`config.mk`:
```
export PLATFORM = sky130hd
export DESIGN_NAME = sbr_phy_regs
export DESIGN_NICKNAME = d
export VERILOG_FILES = /design/src/logic/sbr_pkg.sv /design/src/logic/sbr_phy_regs.sv
export SDC_FILE = /design/constraint.sdc
export NUM_CORES = 1
export LEC_CHECK = 0
export BUFFER_PORTS_ARGS = -buffer_cell sky130_fd_sc_hd__buf_4
export CORE_MARGIN = 8
export CORE_UTILIZATION = 55
export CTS_CLUSTER_DIAMETER = 30
export CTS_CLUSTER_SIZE = 25
export DETAILED_ROUTE_END_ITERATION = 12
export PLACE_DENSITY = 0.83
export SLEW_MARGIN = 40
export SYNTH_ARGS = -nofsm -noshare
export SYNTH_HDL_FRONTEND = slang
export SYNTH_SLANG_ARGS = --single-unit
```
`constraint.sdc`:
```
create_clock -name ref_clk -period 3.6 [get_ports ref_clk]
set_input_delay 0.36 -clock ref_clk [delete_from_list [all_inputs] [get_ports ref_clk]]
set_output_delay 0.36 -clock ref_clk [all_outputs]
set_load 0.005 [all_outputs]
```
`src/logic/sbr_pkg.sv`:
```
// Constants for the serial bus phy register bank
// What this block does
// - Read-only 6-bit node identifier from self-identification.
// - Register 0 holds read-only root flag, set when node is root.
// - Register 0 bit 7, counted msb first, is read-only cable power flag.
// - Writable root hold-off flag makes node try for root next reset.
// - Writing one to long reset request starts bus reset next chance.
// - Register 1 holds 6-bit read/write gap setting.
// - Read-only 2-bit top speed code of the local ports.
// - Read-only 4-bit port count always reads 0011.
// - A-pair line state: 11 Z, 01 one, 10 zero, 00 invalid.
// - Line states reset to 00 and read 00 while port is busy.
// - Each port reports B-pair line state with same encoding.
// - Child flag reads one for child port, zero for parent port.
// - Connected flag reads one when a cable is present on port.
// - Loop flag sets on tree timeout waiting on two or more ports.
// - Writing zero clears loop flag; it resets if loop persists.
// - Power drop flag sets when cable power falls too low.
// - Writing zero clears power drop flag; low power resets it at once.
// - Register 6 carries a second copy of the cable power flag.
// - Local reset origin flag marks resets started here; sent in self-id.
// - Read-only manager contender flag reads one for candidate nodes.
// - Three read-only power class bits, msb, middle, lsb in order.
// - Writing one to short reset request starts arbitrated short reset.
// - Short request works only with mode pin low; else long reset.
// - Power drop flag is also cleared by hardware reset.
package sbr_pkg;
    localparam int unsigned ADDR_W = 4;
    localparam int unsigned DATA_W = 8;
    localparam logic [3:0] OFS_ID_ROOT = 4'h0;
    localparam logic [3:0] OFS_RST_GAP = 4'h1;
    localparam logic [3:0] OFS_SPEED   = 4'h2;
    localparam logic [3:0] OFS_PORT1   = 4'h3;
    localparam logic [3:0] OFS_PORT2   = 4'h4;
    localparam logic [3:0] OFS_PORT3   = 4'h5;
    localparam logic [3:0] OFS_IRQ     = 4'h6;
    localparam logic [3:0] OFS_PCLASS  = 4'h7;
    localparam logic [3:0] OFS_RSVD8   = 4'h8;
    localparam logic [3:0] OFS_SHORT   = 4'h9;
    // Bit positions: fields count msb first, so field bit 0 is data bit 7
    localparam int unsigned BIT_ROOT_HOLDOFF = 7;
    localparam int unsigned BIT_LONG_RESET  = 6;
    localparam int unsigned BIT_LOOP        = 7;
    localparam int unsigned BIT_PDROP       = 6;
    localparam int unsigned BIT_ORIGIN      = 4;
    localparam int unsigned BIT_SHORT_RESET = 0;
    localparam logic [3:0] PORT_COUNT = 4'h3;
    localparam logic [1:0] LINE_INVALID = 2'h0;
    localparam logic [1:0] LINE_ONE     = 2'h1;
    localparam logic [1:0] LINE_ZERO    = 2'h2;
    localparam logic [1:0] LINE_Z       = 2'h3;
    localparam logic [5:0] GAP_RESET    = 6'h3f;
    localparam logic [7:0] DATA_ZERO    = 8'h00;
    localparam int unsigned SYNC_W = 6;
    // Power present, legacy mode: no false power drop event after reset
    localparam logic [SYNC_W-1:0] SYNC_RESET = 6'h03;
endpackage

```
`src/logic/sbr_phy_regs.sv`:
```
// Phy register bank: storage, status capture and read mux
`timescale 1ns/1ps
module sbr_phy_regs #(
    parameter int unsigned NUM_PORTS = 3,
    parameter logic [1:0]  TOP_SPEED = 2'h1
) (
    input  wire logic                         ref_clk,
    input  wire logic                         sys_rst,
    input  wire logic                         clk_en,
    input  wire logic                         reg_wr,
    input  wire logic                         reg_rd,
    input  wire logic [sbr_pkg::ADDR_W-1:0]   reg_addr,
    input  wire logic [sbr_pkg::DATA_W-1:0]   reg_wdata,
    output logic      [sbr_pkg::DATA_W-1:0]   reg_rdata_q,
    output logic                              reg_rvalid_q,
    input  wire logic [5:0]                   node_identifier,
    input  wire logic                         is_root,
    input  wire logic [2*NUM_PORTS-1:0]       a_pair_line_state,
    input  wire logic [2*NUM_PORTS-1:0]       b_pair_line_state,
    input  wire logic [NUM_PORTS-1:0]         port_busy,
    input  wire logic [NUM_PORTS-1:0]         child_flag,
    input  wire logic [NUM_PORTS-1:0]         port_connected,
    input  wire logic                         tree_id_timeout,
    input  wire logic [NUM_PORTS-1:0]         waiting_ports,
    input  wire logic                         bus_reset_begin,
    input  wire logic                         cable_power_pin,
    input  wire logic                         short_reset_mode_pin,
    input  wire logic                         contender_pin,
    input  wire logic [2:0]                   power_class_pins,
    output logic                              root_holdoff_flag_q,
    output logic                              long_reset_request_q,
    output logic                              short_reset_request_q,
    output logic      [5:0]                   gap_setting_q,
    output logic                              local_reset_origin_q
);

    if (NUM_PORTS != 3) begin : g_bad_ports
        $error("sbr_phy_regs serves exactly three ports");
    end

    ////////////////////////////////////////////////////////////////////
    // Pin synchronisers: pins stem from outside the clock domain

    logic [sbr_pkg::SYNC_W-1:0] sync1_q;
    logic [sbr_pkg::SYNC_W-1:0] sync2_q;

    always_ff @(posedge ref_clk or posedge sys_rst) begin
        if (sys_rst) begin
            sync1_q <= sbr_pkg::SYNC_RESET;
            sync2_q <= sbr_pkg::SYNC_RESET;
        end else if (clk_en) begin
            sync1_q <= {power_class_pins, contender_pin,
                        short_reset_mode_pin, cable_power_pin};
            sync2_q <= sync1_q;
        end
    end

    logic       cable_power_s;
    logic       short_mode_n_s;
    logic       contender_s;
    logic [2:0] pclass_s;
    assign cable_power_s  = sync2_q[0];
    assign short_mode_n_s = sync2_q[1];
    assign contender_s    = sync2_q[2];
    assign pclass_s       = sync2_q[5:3];

    ////////////////////////////////////////////////////////////////////
    // Status capture, ports

    logic [5:0]           node_id_q;
    logic                 root_q;
    logic [2*NUM_PORTS-1:0] a_line_q;
    logic [2*NUM_PORTS-1:0] b_line_q;
    logic [NUM_PORTS-1:0] child_q;
    logic [NUM_PORTS-1:0] conn_q;

    always_ff @(posedge ref_clk or posedge sys_rst) begin
        if (sys_rst) begin
            node_id_q <= '0;
            root_q    <= 1'b0;
            child_q   <= '0;
            conn_q    <= '0;
        end else if (clk_en) begin
            node_id_q <= node_identifier;
            root_q    <= is_root;
            child_q   <= child_flag;
            conn_q    <= port_connected;
        end
    end

    for (genvar p = 0; p < NUM_PORTS; p++) begin : g_line
        logic [1:0] a_q;
        logic [1:0] b_q;
        always_ff @(posedge ref_clk or posedge sys_rst) begin
            if (sys_rst) begin
                a_q <= sbr_pkg::LINE_INVALID;
                b_q <= sbr_pkg::LINE_INVALID;
            end else if (clk_en) begin
                // Line code is meaningless while the port moves data
                if (port_busy[p]) begin
                    a_q <= sbr_pkg::LINE_INVALID;
                    b_q <= sbr_pkg::LINE_INVALID;
                end else begin
                    a_q <= a_pair_line_state[2*p +: 2];
                    b_q <= b_pair_line_state[2*p +: 2];
                end
            end
        end
        assign a_line_q[2*p +: 2] = a_q;
        assign b_line_q[2*p +: 2] = b_q;
    end

    ////////////////////////////////////////////////////////////////////
    // Write decode

    logic wr_rst_gap;
    logic wr_irq;
    logic wr_short;
    assign wr_rst_gap = clk_en && reg_wr
                        && (reg_addr == sbr_pkg::OFS_RST_GAP);
    assign wr_irq     = clk_en && reg_wr
                        && (reg_addr == sbr_pkg::OFS_IRQ);
    assign wr_short   = clk_en && reg_wr
                        && (reg_addr == sbr_pkg::OFS_SHORT);

    logic long_wr_set;
    logic short_wr_set;
    logic short_as_long;
    assign long_wr_set   = wr_rst_gap
                           && reg_wdata[sbr_pkg::BIT_LONG_RESET];
    assign short_wr_set  = wr_short
                           && reg_wdata[sbr_pkg::BIT_SHORT_RESET];
    // Pin high means legacy mode: a short request turns into long
    assign short_as_long = short_wr_set && short_mode_n_s;

    ////////////////////////////////////////////////////////////////////
    // Reset control and gap

    always_ff @(posedge ref_clk or posedge sys_rst) begin
        if (sys_rst) begin
            root_holdoff_flag_q <= 1'b0;
            gap_setting_q       <= sbr_pkg::GAP_RESET;
        end else if (wr_rst_gap) begin
            root_holdoff_flag_q <=
                reg_wdata[sbr_pkg::BIT_ROOT_HOLDOFF];
            gap_setting_q <= reg_wdata[5:0];
        end
    end

    // Requests stand until the core begins a reset, the short one also until the mode pin goes high; a new write wins
    always_ff @(posedge ref_clk or posedge sys_rst) begin
        if (sys_rst) begin
            long_reset_request_q <= 1'b0;
        end else if (clk_en) begin
            if (long_wr_set || short_as_long) begin
                long_reset_request_q <= 1'b1;
            end else if (bus_reset_begin) begin
                long_reset_request_q <= 1'b0;
            end
        end
    end

    always_ff @(posedge ref_clk or posedge sys_rst) begin
        if (sys_rst) begin
            short_reset_request_q <= 1'b0;
        end else if (clk_en) begin
            if (short_wr_set && !short_mode_n_s) begin
                short_reset_request_q <= 1'b1;
            end else if (bus_reset_begin || short_mode_n_s) begin
                short_reset_request_q <= 1'b0;
            end
        end
    end

    // Origin flag follows the source of each reset as it begins
    always_ff @(posedge ref_clk or posedge sys_rst) begin
        if (sys_rst) begin
            local_reset_origin_q <= 1'b0;
        end else if (clk_en) begin
            if (bus_reset_begin) begin
                local_reset_origin_q <= long_reset_request_q
                    || short_reset_request_q;
            end else if (wr_irq) begin
                local_reset_origin_q <=
                    reg_wdata[sbr_pkg::BIT_ORIGIN];
            end
        end
    end

    ////////////////////////////////////////////////////////////////////
    // Event flags: a set in the clearing cycle wins

    logic loop_q;
    logic pdrop_q;
    logic loop_set;
    assign loop_set = tree_id_timeout
                      && ($countones(waiting_ports) >= 2);

    always_ff @(posedge ref_clk or posedge sys_rst) begin
        if (sys_rst) begin
            loop_q <= 1'b0;
        end else if (clk_en) begin
            if (loop_set) begin
                loop_q <= 1'b1;
            end else if (wr_irq && !reg_wdata[sbr_pkg::BIT_LOOP]) begin
                loop_q <= 1'b0;
            end
        end
    end

    always_ff @(posedge ref_clk or posedge sys_rst) begin
        if (sys_rst) begin
            pdrop_q <= 1'b0;
        end else if (clk_en) begin
            // Level set, so a clear during low power cannot stick
            if (!cable_power_s) begin
                pdrop_q <= 1'b1;
            end else if (wr_irq && !reg_wdata[sbr_pkg::BIT_PDROP]) begin
                pdrop_q <= 1'b0;
            end
        end
    end

    ////////////////////////////////////////////////////////////////////
    // Read mux

    function automatic logic [7:0] port_byte(input int unsigned p);
        return {a_line_q[2*p +: 2], b_line_q[2*p +: 2],
                child_q[p], conn_q[p], 2'h0};
    endfunction

    function automatic logic [7:0] read_mux(
        input logic [sbr_pkg::ADDR_W-1:0] a);
        case (a)
            sbr_pkg::OFS_ID_ROOT:
                read_mux = {node_id_q, root_q, cable_power_s};
            sbr_pkg::OFS_RST_GAP:
                read_mux = {root_holdoff_flag_q, long_reset_request_q,
                            gap_setting_q};
            sbr_pkg::OFS_SPEED:
                read_mux = {TOP_SPEED, 2'h0,
                            sbr_pkg::PORT_COUNT};
            sbr_pkg::OFS_PORT1: read_mux = port_byte(0);
            sbr_pkg::OFS_PORT2: read_mux = port_byte(1);
            sbr_pkg::OFS_PORT3: read_mux = port_byte(2);
            sbr_pkg::OFS_IRQ:
                read_mux = {loop_q, pdrop_q, cable_power_s,
                            local_reset_origin_q, 4'h0};
            sbr_pkg::OFS_PCLASS:
                read_mux = {4'h0, contender_s,
                            pclass_s};
            sbr_pkg::OFS_SHORT:
                read_mux = {7'h00, short_reset_request_q};
            default:
                read_mux = sbr_pkg::DATA_ZERO;
        endcase
    endfunction

    always_ff @(posedge ref_clk or posedge sys_rst) begin
        if (sys_rst) begin
            reg_rdata_q  <= sbr_pkg::DATA_ZERO;
            reg_rvalid_q <= 1'b0;
        end else if (clk_en) begin
            reg_rvalid_q <= reg_rd;
            if (reg_rd) begin
                reg_rdata_q <= read_mux(reg_addr);
            end
        end
    end
endmodule // sbr_phy_regs

```
## Word level (Yosys, flattened, before mapping)

Cells that the tools add are included.

| operators by class | value |
|---|---|
| add/sub/neg operators | 2 |
| order comparisons | 1 |
| equality and inequality tests | 9 |
| multiplexer cells | 17 |
| reduce and logical (&&, ||, !) cells | 28 |

Operators by type and width:

| kind | number |
|---|---|
| $pmux W8 S9 | 1 |
| $eq A4 B3 Y1 const B | 4 |
| $mux W2 | 6 |
| $reduce_and A2 Y1 | 6 |
| $logic_and A1 B1 Y1 | 11 |
| $mux W1 | 10 |
| $eq A4 B2 Y1 const B | 2 |
| $reduce_bool A2 Y1 | 4 |
| $eq A4 B1 Y1 const B | 1 |
| $eq A4 B4 Y1 const B | 1 |
| $logic_not A4 Y1 | 1 |
| $add A2 B1 Y3 | 1 |
| $ge A3 B2 Y1 const B | 1 |
| $logic_not A1 Y1 | 3 |
| $logic_or A1 B1 Y1 | 3 |
| $add A1 B1 Y2 | 1 |
| $ne A2 B1 Y1 const B | 1 |

| storage, ports and cells | value |
|---|---|
| flip-flop bits (word level) | 58 |
| input bits | 56 |
| output and inout port bits | 19 |
| logic and storage cells | 78 |

## Depth between registers and ports, before layout

Gate-level depths: netlist of the first run.

| depth | value |
|---|---|
| depth in word-level cells | 7 |
| gate-level depth with buffers | 6 |
| gate-level depth less buffers | 4 |

## Least setup slack after synthesis of the first run

OpenSTA, ideal clock, no wires.

| timing | value |
|---|---|
| path kind | input to register |
| from | in clk_en |
| to | reg root_holdoff_flag_q |
| library setup time | 0.125 ns |
| arrival time | 1.254 ns |
| data required time | 3.475 ns |
| path slack | 2.221 ns |
| stages | 5 |
| path buffers | 2 |
| cell sequence | buf_2 -> and3b_1 -> and2_1 -> buf_6 -> mux2_4 |

| on the way | value |
|---|---|
| word-level cells in the longest chain between the ends | 2 |

Ends and longest elaborated chain:

| what | line | text |
|---|---|---|
| from (decl) | sbr_phy_regs.sv:9 | `input wire logic clk_en,` |
| $logic_and A1 B1 Y1 | sbr_phy_regs.sv:119 | `assign wr_rst_gap = clk_en && reg_wr` |
| $logic_and A1 B1 Y1 | sbr_phy_regs.sv:120 | `&& (reg_addr == sbr_pkg::OFS_RST_GAP);` |
| to (signal assigned) | sbr_phy_regs.sv:144 | `root_holdoff_flag_q <=` |
| to (decl) | sbr_phy_regs.sv:30 | `output logic root_holdoff_flag_q,` |

Every way passes these cells.
A chain may end at the register's enable or synchronous reset.

## Worst setup path in the final report of the first run

Ends and elaborated chain as after synthesis.

==> metrics.csv, run 1 <==
stage;metric;value;unit
status;outcome;finished clean;
cts;cts_tree;built;
run;max_cap_violations;0;
global_routing;grt_start_max_net_pins;37;
sta;period_needed;1550;ps
setup_path;required;3810;ps
cts;cts.repair.resized;0;
route;via_per_inst;5.68;
cts;clkTransAtPathRegs;70;ps
route;drc;0;
die;die_h;86;um
route;routed_wl;6500;um
setup_path;r2r_start;loop_q$_DFFE_PP0P_;
sta;relSlewSlack;53.8;%
route;drt_iter0_drc;150;
yosys;synth_area_leader_cell;dfrtp_1;
setup_path;crit_arrival;1760;ps
yosys;synth_most_common_cell;dfrtp_1;
route;vias;2061;
power_and_ir_drop;power_leakage;1.62;nW
yosys;synth_seq_cells;58;
yosys;synthArstFlopShare;100;%
yosys;synth_top_cell_area_share;44.6;%
place;place_area;3260;sq um
yosys;synth_common_cells;dfrtp_1, mux2_2, a22o_1, nand2_1, o21ai_1;
setup_path;crit_path_top_delay_cell;and2_1;
yosys;netlist_top_cells_area;dfrtp_1, mux2_2, dfstp_2;
setup_path;crit_buf_inv;1;
cts;numCtsBuffers;9;
route;antenna_left;0;
die;die_w;86;um
cts;htreeDepth;3;
layout;final_cell_area;3460;sq um
yosys;synth.avg_cell_area;12.4;sq um
yosys;synth_cell_types;41;
die;fp-row-count;25;
global_routing;grt_pass1_wl;10600;um
layout;diodes;0;
layout;num-fill-cells;342;
cts;cts_hold_buf;0;
yosys;syn_nets;275;
setup_path;start_kind;primary input;
sta;setup_viol;0;
sta;final_max_slew_viol_count;0;
die;ios;75;
setup_path;cp_cell_sequence;buf_4 > and3b_1 > and2_1 > mux2_4;
setup_path;cp_max_fo;36;
route;avgRoutedWirePerCell;17.9;um
setup_path;slowest_delay;440;ps
place;dp_hpwl;4900;um
sta;fin_setup_tns;0;ps
sta;fin_skew;8.11;ps
sta;rsz0062_at_grt;false;
cts;cts-root-buf;clkbuf_8;
yosys;ys_seq_area_share;54.3;%
sta;fmax;646;MHz
layout;area_growth;28.5;%
place;routabilityCongestion;0.879;
sta;max_slew.worst_pin.slew;692;ps
sta;min_period_over_period;43.0;%
global_routing;grt_pass1_vias;2176;
yosys;syn_area;2700;sq um
power_and_ir_drop;ir_worst_vdd;0.293;mV
cts;cts.sinks;58;
place;port_buffers;74;
global_routing;grt_util_all_layers;18.5;%
layout;nNetsFinal;348;
die;die-area;7400;sq um
global_routing;grt_overflow;0;
setup_path;cp_top_family;simple AND/OR/NAND/NOR gates;
global_routing;antenna_found_initial;0;
die;start_util;57.1;%
die;coreArea;4720;sq um
cts;clock_latency;330;ps
route;firstDrtPassIters;4;
yosys;synth_ff_type;dfrtp_1;
cts;cts_setup_buffers;0;
power_and_ir_drop;p_per_area;480;nW/um^2
setup_path;end_kind;flip-flop;
yosys;ys_warn_count;0;
cts;clockBufferDepth;2;
setup_path;critPathKind;primary input to flip-flop;
layout;drive_gt1_share;46.3;%
yosys;synth_edf_count;0;
setup_path;startpoint;clk_en;
hold_path;hold_class;primary input to async pin;
yosys;syn_inst;218;
sta;hold_violations;0;
-- worst reg2reg max path, stage by stage (launching register included) --
cell     delay (ps)
dfrtp_1         380
mux2_1          290
a22oi_1         250
o21ai_1         110
a22o_1          200
-- logic make-up after synthesis --
group	Yosys count	share of synthesized area [%]
adders and majority gates	1	0.464
AOI/OAI and AO/OA	57	15.3
buffers and inverters	16	3.48
DFF	58	54.3
and+or+nand+nor	48	9.70
muxes	38	16.8
-- power breakdown --
part,switching [W],internal [W],leakage [nW],total (W)
Clock,0.000250,0.000353,0.105,0.000603
Combinational,0.000105,0.000161,0.822,0.000266
Sequential,0.0000546,0.000739,0.695,0.000793
Total,0.000410,0.00125,1.62,0.00166
-- through the flow --
step	setup slack, ps	cells	hold slack, ps	total power (W)	utilization (%)
after global placement	1760	347	473	0.00106	69.0
after global routing	1980	363	211	0.00173	73.3
final	2050	363	139	0.00166	73.3
after CTS	2070	363	153	0.00168	73.3
after floorplan	1830	218	442	0.000933	-
after detailed placement	1740	347	488	0.00107	69.0
-- final timing paths --
check	end	slack [ps]	depth (start not counted)
min	conn_q[0]$_DFFE_PP0P_	140	2
max in group asynchronous	gap_setting_q[5]$_DFFE_PP1N_	2630	3
max reg2reg	reg_rdata_q[7]$_DFFE_PP0P_	2240	4
min in group ref_clk	g_line[1].a_q[0]$_DFFE_PP0P_	210	2
max	root_holdoff_flag_q$_DFFE_PP0N_	2050	4
min reg2reg	reg_rdata_q[2]$_DFFE_PP0P_	500	2
-- layout by cell type (no fill, tap or decap), types with 2 or more instances in the layout --
master | Yosys | final
mux2_2 | 26 | 26
nor2b_1 | 5 | 5
dfstp_2 | 10 | 10
a21o_1 | 3 | 3
nand4_1 | 2 | 2
nand2b_1 | 2 | 2
o2bb2ai_1 | 3 | 3
and2_1 | 2 | 2
o21ai_1 | 12 | 12
and3_1 | 8 | 8
clkinv_2 | 0 | 3
nand3b_1 | 2 | 2
mux2i_1 | 2 | 2
o221a_1 | 3 | 3
o221ai_1 | 2 | 2
clkbuf_8 | 0 | 11
a21oi_1 | 8 | 8
nand3_1 | 4 | 4
inv_2 | 1 | 2
dfrtp_1 | 48 | 48
mux2_1 | 3 | 3
nand2_1 | 12 | 12
a22oi_1 | 6 | 6
mux2_4 | 7 | 7
a32oi_1 | 2 | 2
a22o_1 | 12 | 12
buf_4 | 3 | 75
nor2_1 | 7 | 7
-- cell type report --
cell class	instances	area [sq um]	area share [%]
sequential	58	1460	42.3
inverter	3	11.3	0.325
tap	67	83.8	2.42
multi-input combinational	144	1140	32.8
clock buffer	11	151	4.37
timing repair buffer	75	563	16.3
clock inverter	5	52.6	1.52
-- state kept, by name (all words and copies together) (netlist names), 3 cells and up --
name / cells
reg_rdata_q: 8
g_line.a_q: 6
g_line.b_q: 6
gap_setting_q: 6
node_id_q: 6
sync1_q: 6
sync2_q: 6
child_q: 3
conn_q: 3
-- per-layer routing --
metal	track usage, %	up-vias	wire, um
met1	23.5	1009	2770
li1	-	956	-
met4	9.87	0	143
met5	0	-	0
met3	4.39	16	394
met2	28.3	80	3200
No activity file was read; power rests on OpenSTA's default activity.
==> run 2: changes to the inputs <==
--- a/config.mk
+++ b/config.mk
@@ -7,11 +7,11 @@
 export LEC_CHECK = 0
 export BUFFER_PORTS_ARGS = -buffer_cell sky130_fd_sc_hd__buf_4
 export CORE_MARGIN = 8
-export CORE_UTILIZATION = 55
+export CORE_UTILIZATION = 52
 export CTS_CLUSTER_DIAMETER = 30
 export CTS_CLUSTER_SIZE = 25
 export DETAILED_ROUTE_END_ITERATION = 12
-export PLACE_DENSITY = 0.83
+export PLACE_DENSITY = 0.8
 export SLEW_MARGIN = 40
 export SYNTH_ARGS = -nofsm -noshare
 export SYNTH_HDL_FRONTEND = slang
==> constraint.sdc (replaced) <==
create_clock -name ref_clk -period 1.6 [get_ports ref_clk]
set_input_delay 0.16 -clock ref_clk [delete_from_list [all_inputs] [get_ports ref_clk]]
set_output_delay 0.16 -clock ref_clk [all_outputs]
set_load 0.005 [all_outputs]
==> metrics.csv, run 2 (synthesized netlist as in run 1, its figures left out) <==
stage;metric;value;unit
die;start_util;53.4;%
cts;clockBufferDepth;2;
global_routing;grt_util_all_layers;18.2;%
die;fp-row-count;26;
route;firstDrtPassIters;4;
cts;clock_latency;340;ps
layout;instances_no_fill;372;
power_and_ir_drop;power_leakage;1.66;nW
place;port_buffers;74;
route;drt_iter0_drc;101;
setup_path;end_kind;flip-flop;
sta;fin_setup_tns;0;ps
cts;cts.repair.resized;0;
setup_path;critPathKind;flip-flop to flip-flop;
hold_path;hold_class;primary input to flip-flop;
route;routed_wl;6650;um
sta;finalWorstSetupSlack;253;ps
sta;min_period_over_period;84.2;%
route;antenna_left;0;
global_routing;grt_overflow;0;
place;routabilityCongestion;0.841;
global_routing;grt_start_max_net_pins;59;
layout;final_util;70.1;%
setup_path;crit_arrival;1570;ps
sta;period_needed;1350;ps
setup_path;start_kind;flip-flop;
place;dp_cells;354;
sta;rsz0062_at_grt;false;
sta;fmax;743;MHz
layout;area_growth;31.1;%
layout;drive_gt1_share;46.0;%
cts;clkTransAtPathRegs;60;ps
cts;cts.sinks;58;
layout;final_common_cell;buf_4;
sta;max_slew.worst_pin.slew;359;ps
power_and_ir_drop;finalPower;0.00379;W
power_and_ir_drop;p_per_area;1070;nW/um^2
layout;diodes;0;
run;max_cap_violations;0;
place;dp_hpwl;5010;um
cts;cts-root-buf;clkbuf_8;
setup_path;crit_buf_inv;0;
setup_path;cp_cell_sequence;mux2_1 > a22oi_1 > o21ai_1 > a22o_1;
global_routing;grt_pass1_vias;2189;
global_routing;grt_pass1_wl;10700;um
layout;largest-register;reg_rdata_q;
die;die_w;88.0;um
layout;final_cell_mix;buf_4, dfrtp_1, mux2_2;
sta;setup_viol;0;
sta;relSlewSlack;76.0;%
die;die_h;88.0;um
setup_path;cp_top_family;compound AO/OA/AOI/OAI gates;
cts;numCtsBuffers;9;
layout;num-fill-cells;387;
cts;htreeDepth;3;
route;via_per_inst;5.52;
route;avgRoutedWirePerCell;17.9;um
sta;hold_violations;0;
setup_path;crit_path_top_delay_cell;dfrtp_1;
die;coreArea;5040;sq um
die;ios;75;
setup_path;required;1830;ps
setup_path;slowest_delay;380;ps
route;drc;0;
cts;cts_setup_buffers;0;
power_and_ir_drop;ir_worst_vdd;0.762;mV
layout;nNetsFinal;354;
sta;final_max_slew_viol_count;0;
place;place_ws;104;ps
route;vias;2055;
status;outcome;finished clean;
global_routing;antenna_found_initial;0;
cts;cts_tree;built;
setup_path;cp_max_fo;2;
layout;largest_reg_flops;8;
die;die-area;7740;sq um
sta;fin_skew;10.1;ps
-- run 2: cell types whose count changed in the layout (fill, tap and decap cells not counted), sizes merged --
cell / before / now
clkbuf: 11 / 14
buf: 75 / 79
clkinv: 3 / 1
dlygate4sd3: 0 / 2
clkinvlp: 1 / 0
-- run 2: cell type report --
class                   count  area (sq um)  area share, %
inverters                   3          11.3          0.319
well taps                  70          87.6           2.48
clock inverters             2          35.0          0.992
clock buffers              14           173           4.89
flip-flops and latches     58          1460           41.4
multi-input cells         144          1140           32.2
repair buffers             81           626           17.7
-- run 2: timing repair --
| item | CTS | global route |
|---|---|---|
| endpoints found under the setup margin | 0 | 0 |
| hold endpoints to repair | 49 | 0 |
| hold buffers | 2 | 0 |
-- run 2: final timing paths --
check | from | endpoint | slack (ps) | cells after the start
setup / recovery | loop_q$_DFFE_PP0P_ | reg_rdata_q[7]$_DFFE_PP0P_ | 250 | 4
hold / removal | port_busy[2] | g_line[2].a_q[0]$_DFFE_PP0P_ | 10 | 2
setup reg to reg | loop_q$_DFFE_PP0P_ | reg_rdata_q[7]$_DFFE_PP0P_ | 250 | 4
hold reg to reg | g_line[1].a_q[0]$_DFFE_PP0P_ | g_line[1].a_q[0]$_DFFE_PP0P_ | 490 | 1
max in group asynchronous | sys_rst | gap_setting_q[2]$_DFFE_PP1N_ | 860 | 4
min in group asynchronous | sys_rst | sync1_q[3]$_DFFE_PP0P_ | 440 | 4
-- run 2: report_power, final --
part | switching [W] | internal, W | total (W)
Combinational | 0.000237 | 0.000375 | 0.000611
Sequential | 0.000125 | 0.00166 | 0.00179
Clock | 0.000549 | 0.000845 | 0.00139
Total | 0.000910 | 0.00288 | 0.00379
-- run 2: metal layers --
metal	global-route usage (%)	routed length [um]	vias up	part of all wire [%]
met2	28.5	3210	73	48
met1	22.0	2870	993	43
met3	5.63	430	14	6.5
li1	-	-	975	-
met5	0	0	-	0
met4	9.84	137	0	2.1
-- run 2: per-stage QoR --
step	hold WS (ps)	cell area [sq um]
after global placement	240	3310
after floorplan	242	2700
after global routing	10.0	3530
after CTS	5.15	3530
after detailed placement	248	3310
final	14.0	3530
==> run 3: changes to the inputs <==
==> constraint.sdc (replaced) <==
create_clock -name ref_clk -period 1.41 [get_ports ref_clk]
set_input_delay 0.141 -clock ref_clk [delete_from_list [all_inputs] [get_ports ref_clk]]
set_output_delay 0.141 -clock ref_clk [all_outputs]
set_load 0.005 [all_outputs]
==> metrics.csv, run 3 (synthesized netlist as in run 1, its figures left out) <==
stage;metric;value;unit
status;outcome;finished clean;
layout;num-fill-cells;394;
global_routing;grt_util_all_layers;18.8;%
global_routing;grt_pass1_vias;2236;
hold_path;min_from;a_pair_line_state[3];
global_routing;antenna_found_initial;0;
cts;cts_tree;built;
power_and_ir_drop;ir_worst_vdd;1.15;mV
power_and_ir_drop;p_per_area;1200;nW/um^2
layout;instances_no_fill;377;
cts;cts-root-buf;clkbuf_8;
die;start_util;53.4;%
setup_path;reg2reg_to;reg_rdata_q[4]$_DFFE_PP0P_;
power_and_ir_drop;power_frac_seq;46.9;%
die;die-area;7740;sq um
setup_path;r2r_start;g_line[0].b_q[0]$_DFFE_PP0P_;
layout;final_cell_area;3590;sq um
setup_path;r2r_slack;150;ps
place;port_buffers;74;
cts;cts_hold_buf;4;
sta;fin_setup_tns;0;ps
hold_path;hold_class;primary input to flip-flop;
run;max_cap_violations;0;
global_routing;grt_overflow;0;
sta;rsz0062_at_grt;false;
cts;clockBufferDepth;2;
setup_path;end_kind;flip-flop;
layout;final_cell_mix;buf_4, dfrtp_1, mux2_2;
cts;clock_latency;330;ps
global_routing;grt_start_max_net_pins;59;
sta;setup_viol;0;
die;ios;75;
layout;drive_gt1_share;46.6;%
place;routabilityCongestion;0.874;
route;avgRoutedWirePerCell;17.9;um
layout;area_growth;33.2;%
power_and_ir_drop;switching_share;25.0;%
die;fp-row-count;26;
power_and_ir_drop;comb_power_share;16.5;%
place;dp_cells;357;
hold_path;holdPathStages;2;
sta;fin_skew;8.90;ps
sta;fmax;796;MHz
setup_path;cp_max_fo;2;
power_and_ir_drop;cell_internal_pwr;0.00323;W
cts;numCtsBuffers;9;
cts;htreeDepth;3;
global_routing;grt_pass1_wl;11000;um
die;die_w;88.0;um
power_and_ir_drop;finalPower;0.00431;W
die;coreArea;5040;sq um
power_and_ir_drop;clkPwrFrac;36.6;%
cts;cts_setup_buffers;0;
power_and_ir_drop;switching_power;0.00108;W
layout;nNetsFinal;359;
setup_path;critPathKind;flip-flop to flip-flop;
route;drc;0;
sta;hold_violations;0;
setup_path;reg2reg_depth;4;
route;firstDrtPassIters;4;
sta;relSlewSlack;74.7;%
layout;final_common_cell;buf_4;
cts;cts.sinks;58;
cts;cts.repair.resized;0;
route;drt_iter0_drc;118;
setup_path;start_kind;flip-flop;
setup_path;required;1630;ps
layout;final_util;71.2;%
die;die_h;88.0;um
setup_path;crit_arrival;1480;ps
cts;clkTransAtPathRegs;70;ps
route;via_per_inst;5.51;
place;place_area;3340;sq um
sta;max_slew.worst_pin.slew;379;ps
sta;final_max_slew_viol_count;0;
route;vias;2078;
route;antenna_left;0;
route;routed_wl;6770;um
layout;seq_area;1460;sq um
hold_path;min_to;g_line[1].a_q[1]$_DFFE_PP0P_;
layout;largest-register;reg_rdata_q;
sta;period_needed;1260;ps
layout;diodes;0;
power_and_ir_drop;power_leakage;1.68;nW
sta;min_period_over_period;89.1;%
layout;multi_input_area;1140;sq um
place;dp_hpwl;5130;um
layout;largest_reg_flops;8;
## run 3: cell count changes in the layout (fill, tap and decap cells not counted)
cell / before / now
buf_12: 1 / 2
buf_4: 78 / 80
clkbuf_1: 2 / 1
clkbuf_8: 12 / 11
clkinv_4: 0 / 1
clkinvlp_4: 0 / 2
dlygate4sd3_1: 2 / 4
inv_2: 2 / 1
## run 3: power groups by stage
stage | registers [W] | clock network [W] | logic (W)
6_report | 0.00203 | 0.00158 | 0.000710
5_1_grt | 0.00205 | 0.00167 | 0.000779
3_5_place_dp | 0.00206 | 0 | 0.000709
4_1_cts | 0.00203 | 0.00159 | 0.000721
3_3_place_gp | 0.00205 | 0 | 0.000687
2_1_floorplan | 0.00200 | 0 | 0.000381
## run 3: critical path, stage by stage, from the launching register on
cell and delay (ps):
dfrtp_1 410, and3_1 190, a211oi_1 240, a21oi_1 70, o221a_1 230
## run 3: per-stage QoR
stage,setup WS [ps],hold slack (ps)
2_1_floorplan,233,223
3_3_place_gp,121,243
3_5_place_dp,98.2,246
4_1_cts,147,2.84
5_1_grt,84.8,12.9
6_report,154,11.9
## run 3: worst max-delay path by stage
stage | start | slack (ps) | depth (start not counted) | to
6_report | g_line[0].b_q[0]$_DFFE_PP0P_ | 150 | 4 | reg_rdata_q[4]$_DFFE_PP0P_
5_1_grt | loop_q$_DFFE_PP0P_ | 80 | 4 | reg_rdata_q[7]$_DFFE_PP0P_
4_1_cts | loop_q$_DFFE_PP0P_ | 150 | 4 | reg_rdata_q[7]$_DFFE_PP0P_
3_5_place_dp | reg_addr[1] | 100 | 5 | root_holdoff_flag_q$_DFFE_PP0N_
3_3_place_gp | reg_addr[2] | 120 | 6 | reg_rdata_q[6]$_DFFE_PP0P_
2_1_floorplan | loop_q$_DFFE_PP0P_ | 230 | 4 | reg_rdata_q[7]$_DFFE_PP0P_
## run 3: final cells by class
type	count	area share (%)
Multi-Input combinational cell	144	31.7
Tap cell	70	2.44
Sequential cell	58	40.8
Inverter	3	0.418
Timing Repair Buffer	86	19.0
Clock inverter	4	1.43
Clock buffer	12	4.32
## run 3: layer usage
layer	vias to the layer above	wire length [um]	share of wire, %	global-route usage, %
met5	-	0	0	0
met4	0	121	1.8	9.22
met3	14	454	6.7	4.78
met2	68	3280	48	29.5
met1	1013	2910	43	23.4
li1	983	-	-	-
